--- config.mk ---
export PLATFORM = sky130hd
export DESIGN_NAME = lsr_bank
export DESIGN_NICKNAME = d
export VERILOG_FILES = /design/src/lsr_pkg.sv /design/src/lsr_bank.sv
export SDC_FILE = /design/constraint.sdc
export NUM_CORES = 1
export LEC_CHECK = 0
export BUFFER_PORTS_ARGS = -buffer_cell sky130_fd_sc_hd__buf_4
export CAP_MARGIN = 20
export CELL_PAD_IN_SITES_DETAIL_PLACEMENT = 0
export CELL_PAD_IN_SITES_GLOBAL_PLACEMENT = 1
export CORE_MARGIN = 3
export CORE_UTILIZATION = 57
export DETAILED_ROUTE_END_ITERATION = 7
export PLACE_DENSITY_LB_ADDON = 0.1
export RECOVER_POWER = 50
export SYNTH_ARGS = -nofsm -noshare
export SYNTH_HDL_FRONTEND = slang
export SYNTH_SLANG_ARGS = --single-unit
--- constraint.sdc ---
create_clock -name ref_clk -period 10.14 [get_ports ref_clk]
set_input_delay 2.028 -clock ref_clk [delete_from_list [all_inputs] [get_ports ref_clk]]
set_output_delay 2.028 -clock ref_clk [all_outputs]
set_load 0.1 [all_outputs]
--- src/lsr_pkg.sv ---
// Constants for the LED driver serial register bank
// Behaviour
// - Channel outputs follow storage only while both active-low enables are low.
// - Power rising past threshold loads defaults; below falling threshold operation stops.
// - Powered with device enable high: standby, all registers held at default.
// - Configuration bits 23..16 are pair selects, pair 14/15 at bit 23.
// - Pair select one with odd bit clear makes odd channel the sense input; zero, plain output.
// - Configuration bits 15..0 each switch the channel of the same index.
// - Configuration register at offset zero, write-only, resets to zero.
// - Fault register at offset one: pair flags 23..8, overtemp 7, error 6, check 5..0.
// - Fault flags clear on read if condition gone; check field read-only; reset zero.
// - Host shifts 24 bits on rising shift clock; latch edge stores them.
// - Latch edge loads fault word to chain; falling shift clock shifts out.
// - Pair select with odd bit set: plain output, command error, error pin low.
// - Check remainder: 24 bits times x^6 divided modulo two by 0x43.
package lsr_pkg;
  localparam int CFG_W = 24;
  localparam int NUM_CH = 16;
  localparam int NUM_PAIRS = 8;
  localparam int CRC_W = 6;
  localparam int FLAG_W = 18;
  localparam logic [1:0] CFG_OFFSET = 2'h0;
  localparam logic [1:0] FAULT_OFFSET = 2'h1;
  localparam logic [23:0] CFG_RESET = 24'h000000;
  localparam logic [17:0] FLAG_RESET = 18'h00000;
  localparam int SEL_LSB = 16;
  localparam int SW_LSB = 0;
  localparam int FLT_PAIR_LSB = 8;
  localparam int FLT_OT_BIT = 7;
  localparam int FLT_CMD_BIT = 6;
  localparam logic [6:0] CRC_POLY = 7'h43;
  localparam int FIFO_DEPTH = 16;
  localparam int SYNC_W = 25;
endpackage
--- src/lsr_bank.sv ---
// Serial register bank with config FIFO, output gating, faults and check remainder
`timescale 1ns/1ns

// ==========================================================
// Configuration word FIFO
module lsr_fifo #(
  parameter int WIDTH = 24,
  parameter int DEPTH = 16
) (
  input wire logic ref_clk,
  input wire logic srst,
  input wire logic in_valid,
  output logic in_ready,
  input wire logic [WIDTH-1:0] in_data,
  output logic out_valid,
  input wire logic out_ready,
  output logic [WIDTH-1:0] out_data
);
  localparam int AW = $clog2(DEPTH);
  logic [WIDTH-1:0] mem [DEPTH];
  logic [AW:0] wr_ptr_reg;
  logic [AW:0] rd_ptr_reg;
  wire push = in_valid & in_ready;
  wire pop = out_valid & out_ready;
  assign in_ready = (wr_ptr_reg - rd_ptr_reg) != (AW+1)'(DEPTH);
  assign out_valid = wr_ptr_reg != rd_ptr_reg;
  assign out_data = mem[rd_ptr_reg[AW-1:0]];
  always_ff @(posedge ref_clk) begin
    if (push) begin
      mem[wr_ptr_reg[AW-1:0]] <= in_data;
    end
  end
  always_ff @(posedge ref_clk) begin
    if (srst) begin
      wr_ptr_reg <= '0;
      rd_ptr_reg <= '0;
    end else begin
      wr_ptr_reg <= wr_ptr_reg + (AW+1)'(push);
      rd_ptr_reg <= rd_ptr_reg + (AW+1)'(pop);
    end
  end
endmodule

// ==========================================================
// Register bank top
module lsr_bank #(
  parameter int FIFO_DEPTH = lsr_pkg::FIFO_DEPTH
) (
  input wire logic ref_clk,
  input wire logic srst,
  input wire logic shift_clock,
  input wire logic storage_latch_clock,
  input wire logic serial_in,
  input wire logic output_enable_a_n,
  input wire logic output_enable_b_n,
  input wire logic device_enable_n,
  input wire logic clear_n,
  input wire logic power_good,
  input wire logic overtemp_detect,
  input wire logic [7:0] open_detect,
  input wire logic [7:0] short_detect,
  input wire logic apply_ready,
  output logic [15:0] channel_on,
  output logic [7:0] sense_enable,
  output logic serial_out,
  output logic error_out,
  output logic error_oe,
  output logic latch_ready
);
  // ==========================================================
  // Check remainder
  function automatic logic [5:0] crc_calc(input logic [23:0] d);
    logic [5:0] r;
    logic fb;
    r = '0;
    for (int i = lsr_pkg::CFG_W - 1; i >= 0; i--) begin
      fb = r[lsr_pkg::CRC_W-1] ^ d[i];
      r = {r[lsr_pkg::CRC_W-2:0], 1'b0} ^ (fb ? lsr_pkg::CRC_POLY[5:0] : 6'h00);
    end
    return r;
  endfunction

  // ==========================================================
  // Pin synchronisers
  logic [lsr_pkg::SYNC_W-1:0] sync1_reg;
  logic [lsr_pkg::SYNC_W-1:0] sync2_reg;
  wire [lsr_pkg::SYNC_W-1:0] pins = {shift_clock, storage_latch_clock, serial_in,
    output_enable_a_n, output_enable_b_n, device_enable_n, clear_n, power_good,
    overtemp_detect, open_detect, short_detect};
  always_ff @(posedge ref_clk) begin
    sync1_reg <= pins;
    sync2_reg <= sync1_reg;
  end
  wire sck_s = sync2_reg[24];
  wire lck_s = sync2_reg[23];
  wire sdi_s = sync2_reg[22];
  wire oea_n_s = sync2_reg[21];
  wire oeb_n_s = sync2_reg[20];
  wire en_n_s = sync2_reg[19];
  wire clr_n_s = sync2_reg[18];
  wire pgood_s = sync2_reg[17];
  wire ot_s = sync2_reg[16];
  wire [7:0] open_s = sync2_reg[15:8];
  wire [7:0] short_s = sync2_reg[7:0];

  // Defaults forced by power loss, standby or clear
  wire hold_default = srst | ~pgood_s | en_n_s | ~clr_n_s;

  logic sck_d_reg;
  logic lck_d_reg;
  always_ff @(posedge ref_clk) begin
    sck_d_reg <= sck_s;
    lck_d_reg <= lck_s;
  end
  wire sck_rise = sck_s & ~sck_d_reg;
  wire sck_fall = ~sck_s & sck_d_reg;
  wire lck_rise = lck_s & ~lck_d_reg;

  // ==========================================================
  // Shift chains
  logic [23:0] shift_in_reg;
  logic [23:0] shift_out_reg;
  logic [17:0] flags_reg;
  logic [23:0] cfg_reg;
  wire [5:0] crc_now = crc_calc(cfg_reg);
  wire [23:0] fault_word = {flags_reg, crc_now};
  always_ff @(posedge ref_clk) begin
    if (hold_default) begin
      shift_in_reg <= lsr_pkg::CFG_RESET;
      shift_out_reg <= lsr_pkg::CFG_RESET;
    end else begin
      if (sck_rise) begin
        shift_in_reg <= {shift_in_reg[22:0], sdi_s};
      end
      if (lck_rise) begin
        shift_out_reg <= fault_word;
      end else if (sck_fall) begin
        shift_out_reg <= {shift_out_reg[22:0], 1'b0};
      end
    end
  end

  // ==========================================================
  // Storage through FIFO
  wire fifo_in_ready;
  wire fifo_out_valid;
  wire [23:0] fifo_out_data;
  lsr_fifo #(.WIDTH(lsr_pkg::CFG_W), .DEPTH(FIFO_DEPTH)) u_fifo (
    .ref_clk(ref_clk),
    .srst(hold_default),
    .in_valid(lck_rise),
    .in_ready(fifo_in_ready),
    .in_data(shift_in_reg),
    .out_valid(fifo_out_valid),
    .out_ready(apply_ready),
    .out_data(fifo_out_data)
  );
  always_ff @(posedge ref_clk) begin
    if (hold_default) begin
      cfg_reg <= lsr_pkg::CFG_RESET;
    end else if (fifo_out_valid & apply_ready) begin
      cfg_reg <= fifo_out_data;
    end
  end

  // ==========================================================
  // Channel decode
  wire [7:0] pair_sel = cfg_reg[lsr_pkg::SEL_LSB +: lsr_pkg::NUM_PAIRS];
  wire [15:0] sw_bits = cfg_reg[lsr_pkg::SW_LSB +: lsr_pkg::NUM_CH];
  logic [7:0] odd_bits;
  logic [7:0] even_bits;
  always_comb begin
    for (int k = 0; k < lsr_pkg::NUM_PAIRS; k++) begin
      odd_bits[k] = sw_bits[2*k+1];
      even_bits[k] = sw_bits[2*k];
    end
  end
  wire [7:0] pair_conflict = pair_sel & odd_bits;
  wire [7:0] diag_mode = pair_sel & ~odd_bits;
  wire outputs_live = ~oea_n_s & ~oeb_n_s & ~ot_s;
  logic [15:0] drive_next;
  always_comb begin
    for (int k = 0; k < lsr_pkg::NUM_PAIRS; k++) begin
      drive_next[2*k] = even_bits[k] & outputs_live;
      drive_next[2*k+1] = odd_bits[k] & ~diag_mode[k] & outputs_live;
    end
  end
  wire [7:0] sense_next = diag_mode & even_bits & {8{outputs_live}};

  // ==========================================================
  // Fault flags
  logic [17:0] flag_set;
  always_comb begin
    for (int k = 0; k < lsr_pkg::NUM_PAIRS; k++) begin
      flag_set[2*k+3] = open_s[k] & sense_next[k];
      flag_set[2*k+2] = short_s[k] & sense_next[k];
    end
    flag_set[lsr_pkg::FLT_OT_BIT - lsr_pkg::CRC_W] = ot_s;
    flag_set[lsr_pkg::FLT_CMD_BIT - lsr_pkg::CRC_W] = |pair_conflict;
  end
  // Set wins over the read clear
  wire [17:0] flags_next = flag_set | (flags_reg & {18{~lck_rise}});
  always_ff @(posedge ref_clk) begin
    if (hold_default) begin
      flags_reg <= lsr_pkg::FLAG_RESET;
      channel_on <= '0;
      sense_enable <= '0;
      error_oe <= 1'b0;
      latch_ready <= 1'b0;
    end else begin
      flags_reg <= flags_next;
      channel_on <= drive_next;
      sense_enable <= sense_next;
      error_oe <= |flags_next;
      latch_ready <= fifo_in_ready;
    end
  end
  always_ff @(posedge ref_clk) begin
    error_out <= 1'b0;
  end
  assign serial_out = shift_out_reg[lsr_pkg::CFG_W-1];
endmodule

==> run_results.csv, run 1 <==
group,metric,value,unit
outcome,outcome,"finished with violations",
outcome,violations,"max-capacitance violations, max-slew violations",
route,drt-initial-drc-count,922,
route,detail-route-antenna-nets,0,
floorplan,ios,56,
flow_run,cap_violations,1,
layout,fillers,2535,
sta,hold_slack,0.326,ns
layout,drive_gt1_frac,0.231,
clocking,clk_latency,0.59,ns
worst_setup_path,crit_type,"in2reg",
synth,synth_nets,1252,
synth,synthFlopType,"edfxtp_1",
synth,syn_avg_cell_area,17.0,um2
floorplan,die_y,196,um
global_route,track_usage,0.232,
floorplan,core-area,35700,um2
worst_hold_path,hold_class,"reg2reg",
global_route,antenna_found_initial,0,
global_route,grt_pass1_wl,67.2,mm
floorplan,die-area,38500,um2
placement,placedInstanceArea,21800,um2
sta,final.min_clock_period,5.62,ns
floorplan,core.rowCount,69,
global_route,grt_max_degree,74,
worst_setup_path,critPathRequiredTime,10.42,ns
clocking,postCtsResizedCells,0,
power_and_ir_drop,power_switching,0.000855,W
worst_setup_path,crit_start,"srst",
placement,io_buffers,54,
layout,fin_area,23600,um2
synth,yosys_warnings,0,
layout,post-route-util,0.661,
sta,finClkSkew,0.0104,ns
layout,final-seq-area,15100,um2
worst_setup_path,r2r-start,"sync2_reg[19]",
clocking,clkTransAtPathRegs,0.06,ns
sta,setup-tns-final,0,ns
worst_hold_path,hold-path-endpoint,"sync2_reg[9]",
sta,finalSetupViolations,0,
sta,tightestPinTransition,3.84,ns
synth,synth-edff-count,384,
sta,period_share,0.555,
floorplan,initial_core_util,0.579,
worst_setup_path,crit_fanout,73,
sta,max_freq,178,MHz
synth,synth_top_area_share,0.558,
worst_hold_path,hold_depth,0,
synth,synthArstFlopShare,0,
route,vias_per_cell,5.99,
synth,synth_top_area_cell,"edfxtp_1",
clocking,cts_setup_buffers,0,
route,wirelength,43.5,mm
placement,post-dp-hpwl,25.9,mm
sta,relSlewSlack,-1.56,
power_and_ir_drop,pwr-share-seq,0.544,
sta,slew_viol_final,74,
clocking,cts_inserted_buffers,54,
route,via_count,10800,
synth,seq_area_frac_synth,0.731,
layout,nets,1326,
clocking,cts_tree,"built",
synth,synth_cells,1216,
route,drt-wirelength-per-cell,24.2,um
power_and_ir_drop,share_comb_of_total_power,0.011,
synth,synth_seq_cells,562,
synth,netlist_area,20700,um2
route,firstDrtPassIters,5,
floorplan,die_w,196,um
sta,rsz0062_at_grt,"no",
worst_setup_path,reg2reg_slack,5.75,ns
power_and_ir_drop,pwr-share-clk,0.445,
worst_setup_path,arrival,5.90,ns
power_and_ir_drop,internal-power,0.00363,W
power_and_ir_drop,ir_drop,0.157,mV
layout,multiInputGateArea,5380,um2
clocking,clkSinkCount,562,
power_and_ir_drop,p_per_area,190,nW/um2
clocking,clockRootBuffer,"clkbuf_16",
route,route.detailed.drc,0,
layout,largest_reg_flops,384,
global_route,overflow,0,
clocking,hold_buffers,0,
synth,synth.area.top_cells,"edfxtp_1 56%, dfxtp_1 17%, mux4_2 10%, a22oi_1 2.3%, a21oi_1 2.0%",
clocking,cts.path.max_buffers,3,
worst_setup_path,end_kind,"register",
layout,area_delta_synth_final,14.2,%
worst_hold_path,hold_path_startpoint,"sync1_reg[9]",
worst_setup_path,setup.worst_path.start_class,"input pin",
clocking,cts_max_level,2,
synth,synth.distinct_cells,46,
global_route,grt_pass1_vias,10900,
worst_setup_path,rr_endpoint,"shift_in_reg[10]",
placement,place.gp.congestion,0.778,
power_and_ir_drop,p_leak,8.11,nW
power_and_ir_drop,p_sw_frac,0.190,
worst_setup_path,reg2reg_depth,3,
sta,hold_viol,0,
## worst max-delay path, cell delays in order
cell,delay [ns]
clkbuf_1,0.18
nand4bb_1,0.77
clkbuf_1,2.76
a21oi_1,0.11
## cell usage after synthesis (3+ instances only)
cell	count
a22oi_1	62
inv_1	5
o21a_1	3
edfxtp_1	384
buf_2	11
nand2b_1	7
xor2_1	8
nor4_1	18
mux2_2	4
mux2i_1	19
nand4_1	3
buf_4	5
a211oi_1	18
mux4_2	96
and3_1	23
clkbuf_1	55
a21oi_1	81
nand3_1	5
ha_1	8
nor2b_1	11
and2_1	11
xnor3_1	7
nor2_1	72
o21ai_0	9
dfxtp_1	178
xnor2_1	26
nand2_1	59
or2_2	3
## power by group through the flow
stage / sequential [W] / combinational [W] / clock, W
finish: 0.00244 / 0.0000505 / 0.00200
detailed placement: 0.00249 / 0.0000518 / 0
floorplan: 0.00249 / 0.0000289 / 0
CTS: 0.00244 / 0.0000520 / 0.00205
global route: 0.00244 / 0.0000546 / 0.00214
global placement: 0.00249 / 0.0000510 / 0
## kinds of logic (layout without fill, tap and decap cells)
logic type | Yosys count | after routing | synth area share
xor gates and xnor gates | 44 | 44 | 0.0248
AOI/OAI and AO/OA | 184 | 184 | 0.0562
DFF | 562 | 562 | 0.731
and+or+nand+nor | 221 | 221 | 0.0513
muxes | 119 | 119 | 0.116
other | 1 | 2 | 0.000182
adders and majority gates | 8 | 8 | 0.00485
buffers and inverters | 77 | 196 | 0.0156
## worst max path at each step
stage,slack (ns),cells past startpoint,end
2_1_floorplan,5.09,11,u_fifo.mem[0][0]
3_3_place_gp,5.98,12,u_fifo.wr_ptr_reg[4]
3_5_place_dp,6.35,9,u_fifo.mem[5][9]
4_1_cts,6.37,9,u_fifo.mem[5][9]
5_1_grt,4.13,4,shift_in_reg[10]
6_report,4.52,4,shift_in_reg[10]
## layout make-up
type,count,share of cell area
diodes,1,0.000106
clock buffers,80,0.0705
clock inverters,21,0.00658
inverters,5,0.000796
multi-input cells,577,0.228
flip-flops and latches,562,0.641
well taps,461,0.0245
repair buffers,90,0.0287
## layer usage
layer,global-route usage,wire length [um],vias up
met2,0.381,21400,304
li1,-,-,4881
met5,0,0,-
met1,0.335,18800,5524
met3,0.0385,2470,52
met4,0.0528,778,0
## cells in the final DEF, fill, tap and decap left out, types with 9 or more instances in the layout
cell,instances
a211oi_1,18
a21oi_1,81
a22oi_1,62
and3_1,23
buf_4,60
clkbuf_1,11
clkbuf_16,57
clkbuf_4,25
clkbuf_8,15
clkinv_2,13
dfxtp_1,176
edfxtp_1,384
mux2i_1,19
mux4_2,96
nand2_1,59
nor2_1,71
nor4_2,16
o21ai_0,9
xnor2_1,26
## through the flow
stage	setup slack, ns	cells	total power [W]
2_1_floorplan	5.09	1216	0.00252
3_3_place_gp	5.98	1693	0.00254
3_5_place_dp	6.35	1694	0.00254
4_1_cts	6.37	1795	0.00454
5_1_grt	4.13	1796	0.00463
6_report	4.52	1797	0.00449
Power figures use the tool's default switching activity.
==> run 2, diff against run 1 <==
Settings changed: ABC_AREA from default to 1, CORE_UTILIZATION 57 to 50.
Clock period 10.14 ns to 5.6 ns, I/O delays scaled along.
==> run_results.csv, run 2 <==
group,metric,value,unit
global_route,overflow,0,
layout,area_delta_synth_final,12.8,%
power_and_ir_drop,ir_drop,0.278,mV
sta,rsz0062_at_grt,"no",
synth,synth_cells,1837,
route,vias_per_cell,5.74,
floorplan,die-area,44800,um2
synth,synth_seq_cells,562,
layout,drive_gt1_frac,0.0962,
sta,finalSetupViolations,0,
worst_setup_path,setup.worst_path.start_class,"input pin",
synth,synth_nets,1873,
sta,hold_slack,0.324,ns
sta,relSlewSlack,-0.0346,
synth,synth.distinct_cells,41,
clocking,postCtsResizedCells,0,
synth,synth_commonest_cells,"384 x edfxtp_1, 288 x nor2_1, 234 x o21ai_0, 217 x nand2_1, 178 x dfxtp_1",
placement,place.gp.congestion,0.885,
placement,post-dp-hpwl,35.5,mm
clocking,clockRootBuffer,"clkbuf_16",
clocking,cts_setup_buffers,0,
clocking,cts.path.max_buffers,3,
synth,synthFlopType,"edfxtp_1",
worst_setup_path,critPathRequiredTime,6.10,ns
global_route,grt_pass1_vias,13100,
synth,netlist_area,21100,um2
floorplan,die_y,212,um
synth,synth-edff-count,384,
clocking,clkTransAtPathRegs,0.06,ns
route,detail-route-antenna-nets,0,
worst_hold_path,hold_class,"reg2reg",
sta,slew_viol_final,31,
synth,synth_top_area_cell,"edfxtp_1",
worst_setup_path,crit_fanout,77,
clocking,cts_tree,"built",
layout,antenna_cells,0,
route,drt-wirelength-per-cell,22.9,um
floorplan,die_w,212,um
global_route,track_usage,0.250,
power_and_ir_drop,p_per_area,346,nW/um2
global_route,grt_pass1_wl,83.4,mm
layout,final_cell_mix,"384 x edfxtp_1, 269 x nor2_1, 234 x o21ai_0",
sta,period_share,0.808,
flow_run,cap_violations,1,
sta,final.min_clock_period,4.53,ns
sta,tightestPinTransition,1.55,ns
global_route,antenna_found_initial,1,
layout,largest_reg_flops,384,
layout,nets,1892,
worst_setup_path,arrival,5.03,ns
route,via_count,14000,
power_and_ir_drop,p_leak,8.33,nW
global_route,grt_max_degree,126,
clocking,clk_latency,0.61,ns
placement,io_buffers,54,
synth,synth_top_area_share,0.546,
worst_setup_path,end_kind,"register",
synth,syn_avg_cell_area,11.5,um2
synth,synth.area.top_cells,"edfxtp_1 55%, dfxtp_1 17%, o21ai_0 5.5%, nor2_1 5.1%, nand2_1 3.9%",
sta,max_freq,221,MHz
route,firstDrtPassIters,5,
outcome,violations,"max-capacitance violations, max-slew violations",
floorplan,core-area,41300,um2
route,route.detailed.drc,0,
outcome,outcome,"finished with violations",
synth,synthArstFlopShare,0,
route,drt-initial-drc-count,1477,
synth,seq_area_frac_synth,0.714,
clocking,clkSinkCount,562,
sta,setup-tns-final,0,ns
floorplan,initial_core_util,0.512,
synth,yosys_warnings,0,
clocking,cts_inserted_buffers,56,
synth,yosysMostFrequentCell,"edfxtp_1",
route,wirelength,55.8,mm
layout,final_common_cell,"edfxtp_1",
clocking,cts_max_level,2,
sta,hold_viol,0,
worst_setup_path,crit_type,"in2reg",
floorplan,core.rowCount,74,
clocking,hold_buffers,0,
floorplan,ios,56,
sta,finClkSkew,0.0253,ns
==> run 2: changes by cell type after synthesis, moves of 22 or more <==
cell,change
nand3_1,+53
inv_1,+51
nand2_1,+158
o21ai_0,+225
a22oi_1,-50
o22ai_1,+59
nor2_1,+216
mux4_2,-96
o221ai_1,+39
and3_1,-22
clkbuf_1,+40
a31oi_1,+25
nor3_1,+24
==> run 2: power by group <==
part	internal (W)	switching, W	total, W
combinational	0.0000318	0.0000784	0.000110
clock	0.00220	0.00152	0.00372
sequential	0.00441	0.00000861	0.00442
total	0.00664	0.00161	0.00825
==> run 2: final cells by class <==
class | instances | area, um2
clock buffer | 86 | 1750
clock inverter | 19 | 130
fill | 3414 | 17500
inverter | 67 | 255
multi-input combinational | 1102 | 5520
sequential | 562 | 15100
tap | 532 | 666
timing repair buffer | 67 | 410
==> run 2: cells by family (layout without fill, tap and decap cells) <==
family / after synthesis / in the layout / synth area share
AO/OA/AOI/OAI: 460 / 460 / 0.125
flip-flops: 562 / 562 / 0.714
AND/OR/NAND/NOR: 620 / 620 / 0.119
adder cells (fa/ha/maj): 8 / 8 / 0.00474
buffers and inverters: 173 / 239 / 0.0311
other: 1 / 1 / 0.000177
XOR/XNOR: 13 / 13 / 0.00610
==> run 2: per-stage QoR <==
| stage | cell area (um2) | power (W) | worst slack [ns] | cells | utilization |
|---|---|---|---|---|---|
| after CTS | 23900 | 0.00831 | 1.38 | 2435 | 0.580 |
| after global routing | 23800 | 0.00850 | 0.805 | 2435 | 0.577 |
| after floorplan | 21100 | 0.00457 | 1.92 | 1837 | - |
| after detailed placement | 22100 | 0.00462 | 1.39 | 2330 | 0.534 |
| after global placement | 22100 | 0.00462 | 1.44 | 2330 | 0.534 |
| final | 23800 | 0.00825 | 1.07 | 2435 | 0.577 |
==> run 2: path summary, 6_finish.rpt <==
path | start | end | slack, ns | cells past startpoint
worst min-delay path | sync1_reg[12] | sync2_reg[12] | 0.32 | 0
worst max-delay path | srst | shift_out_reg[0] | 1.07 | 7
worst min register to register | sync1_reg[12] | sync2_reg[12] | 0.32 | 0
worst max register to register | u_fifo.rd_ptr_reg[2] | u_fifo.rd_ptr_reg[2] | 1.31 | 10
==> run 2: worst max-delay path, cell delays in order <==
cell	delay, ns
clkbuf_4	0.11
nor2_1	0.09
and3_1	0.16
clkbuf_1	1.12
clkinvlp_2	1.37
buf_4	0.70
a211oi_1	0.30
==> run 2: layer usage <==
layer,routed length [um],vias up,track usage
li1,-,6614,-
met1,25800,6812,0.387
met2,24600,466,0.370
met3,3980,81,0.0354
met4,1390,0,0.0716
met5,0,-,0
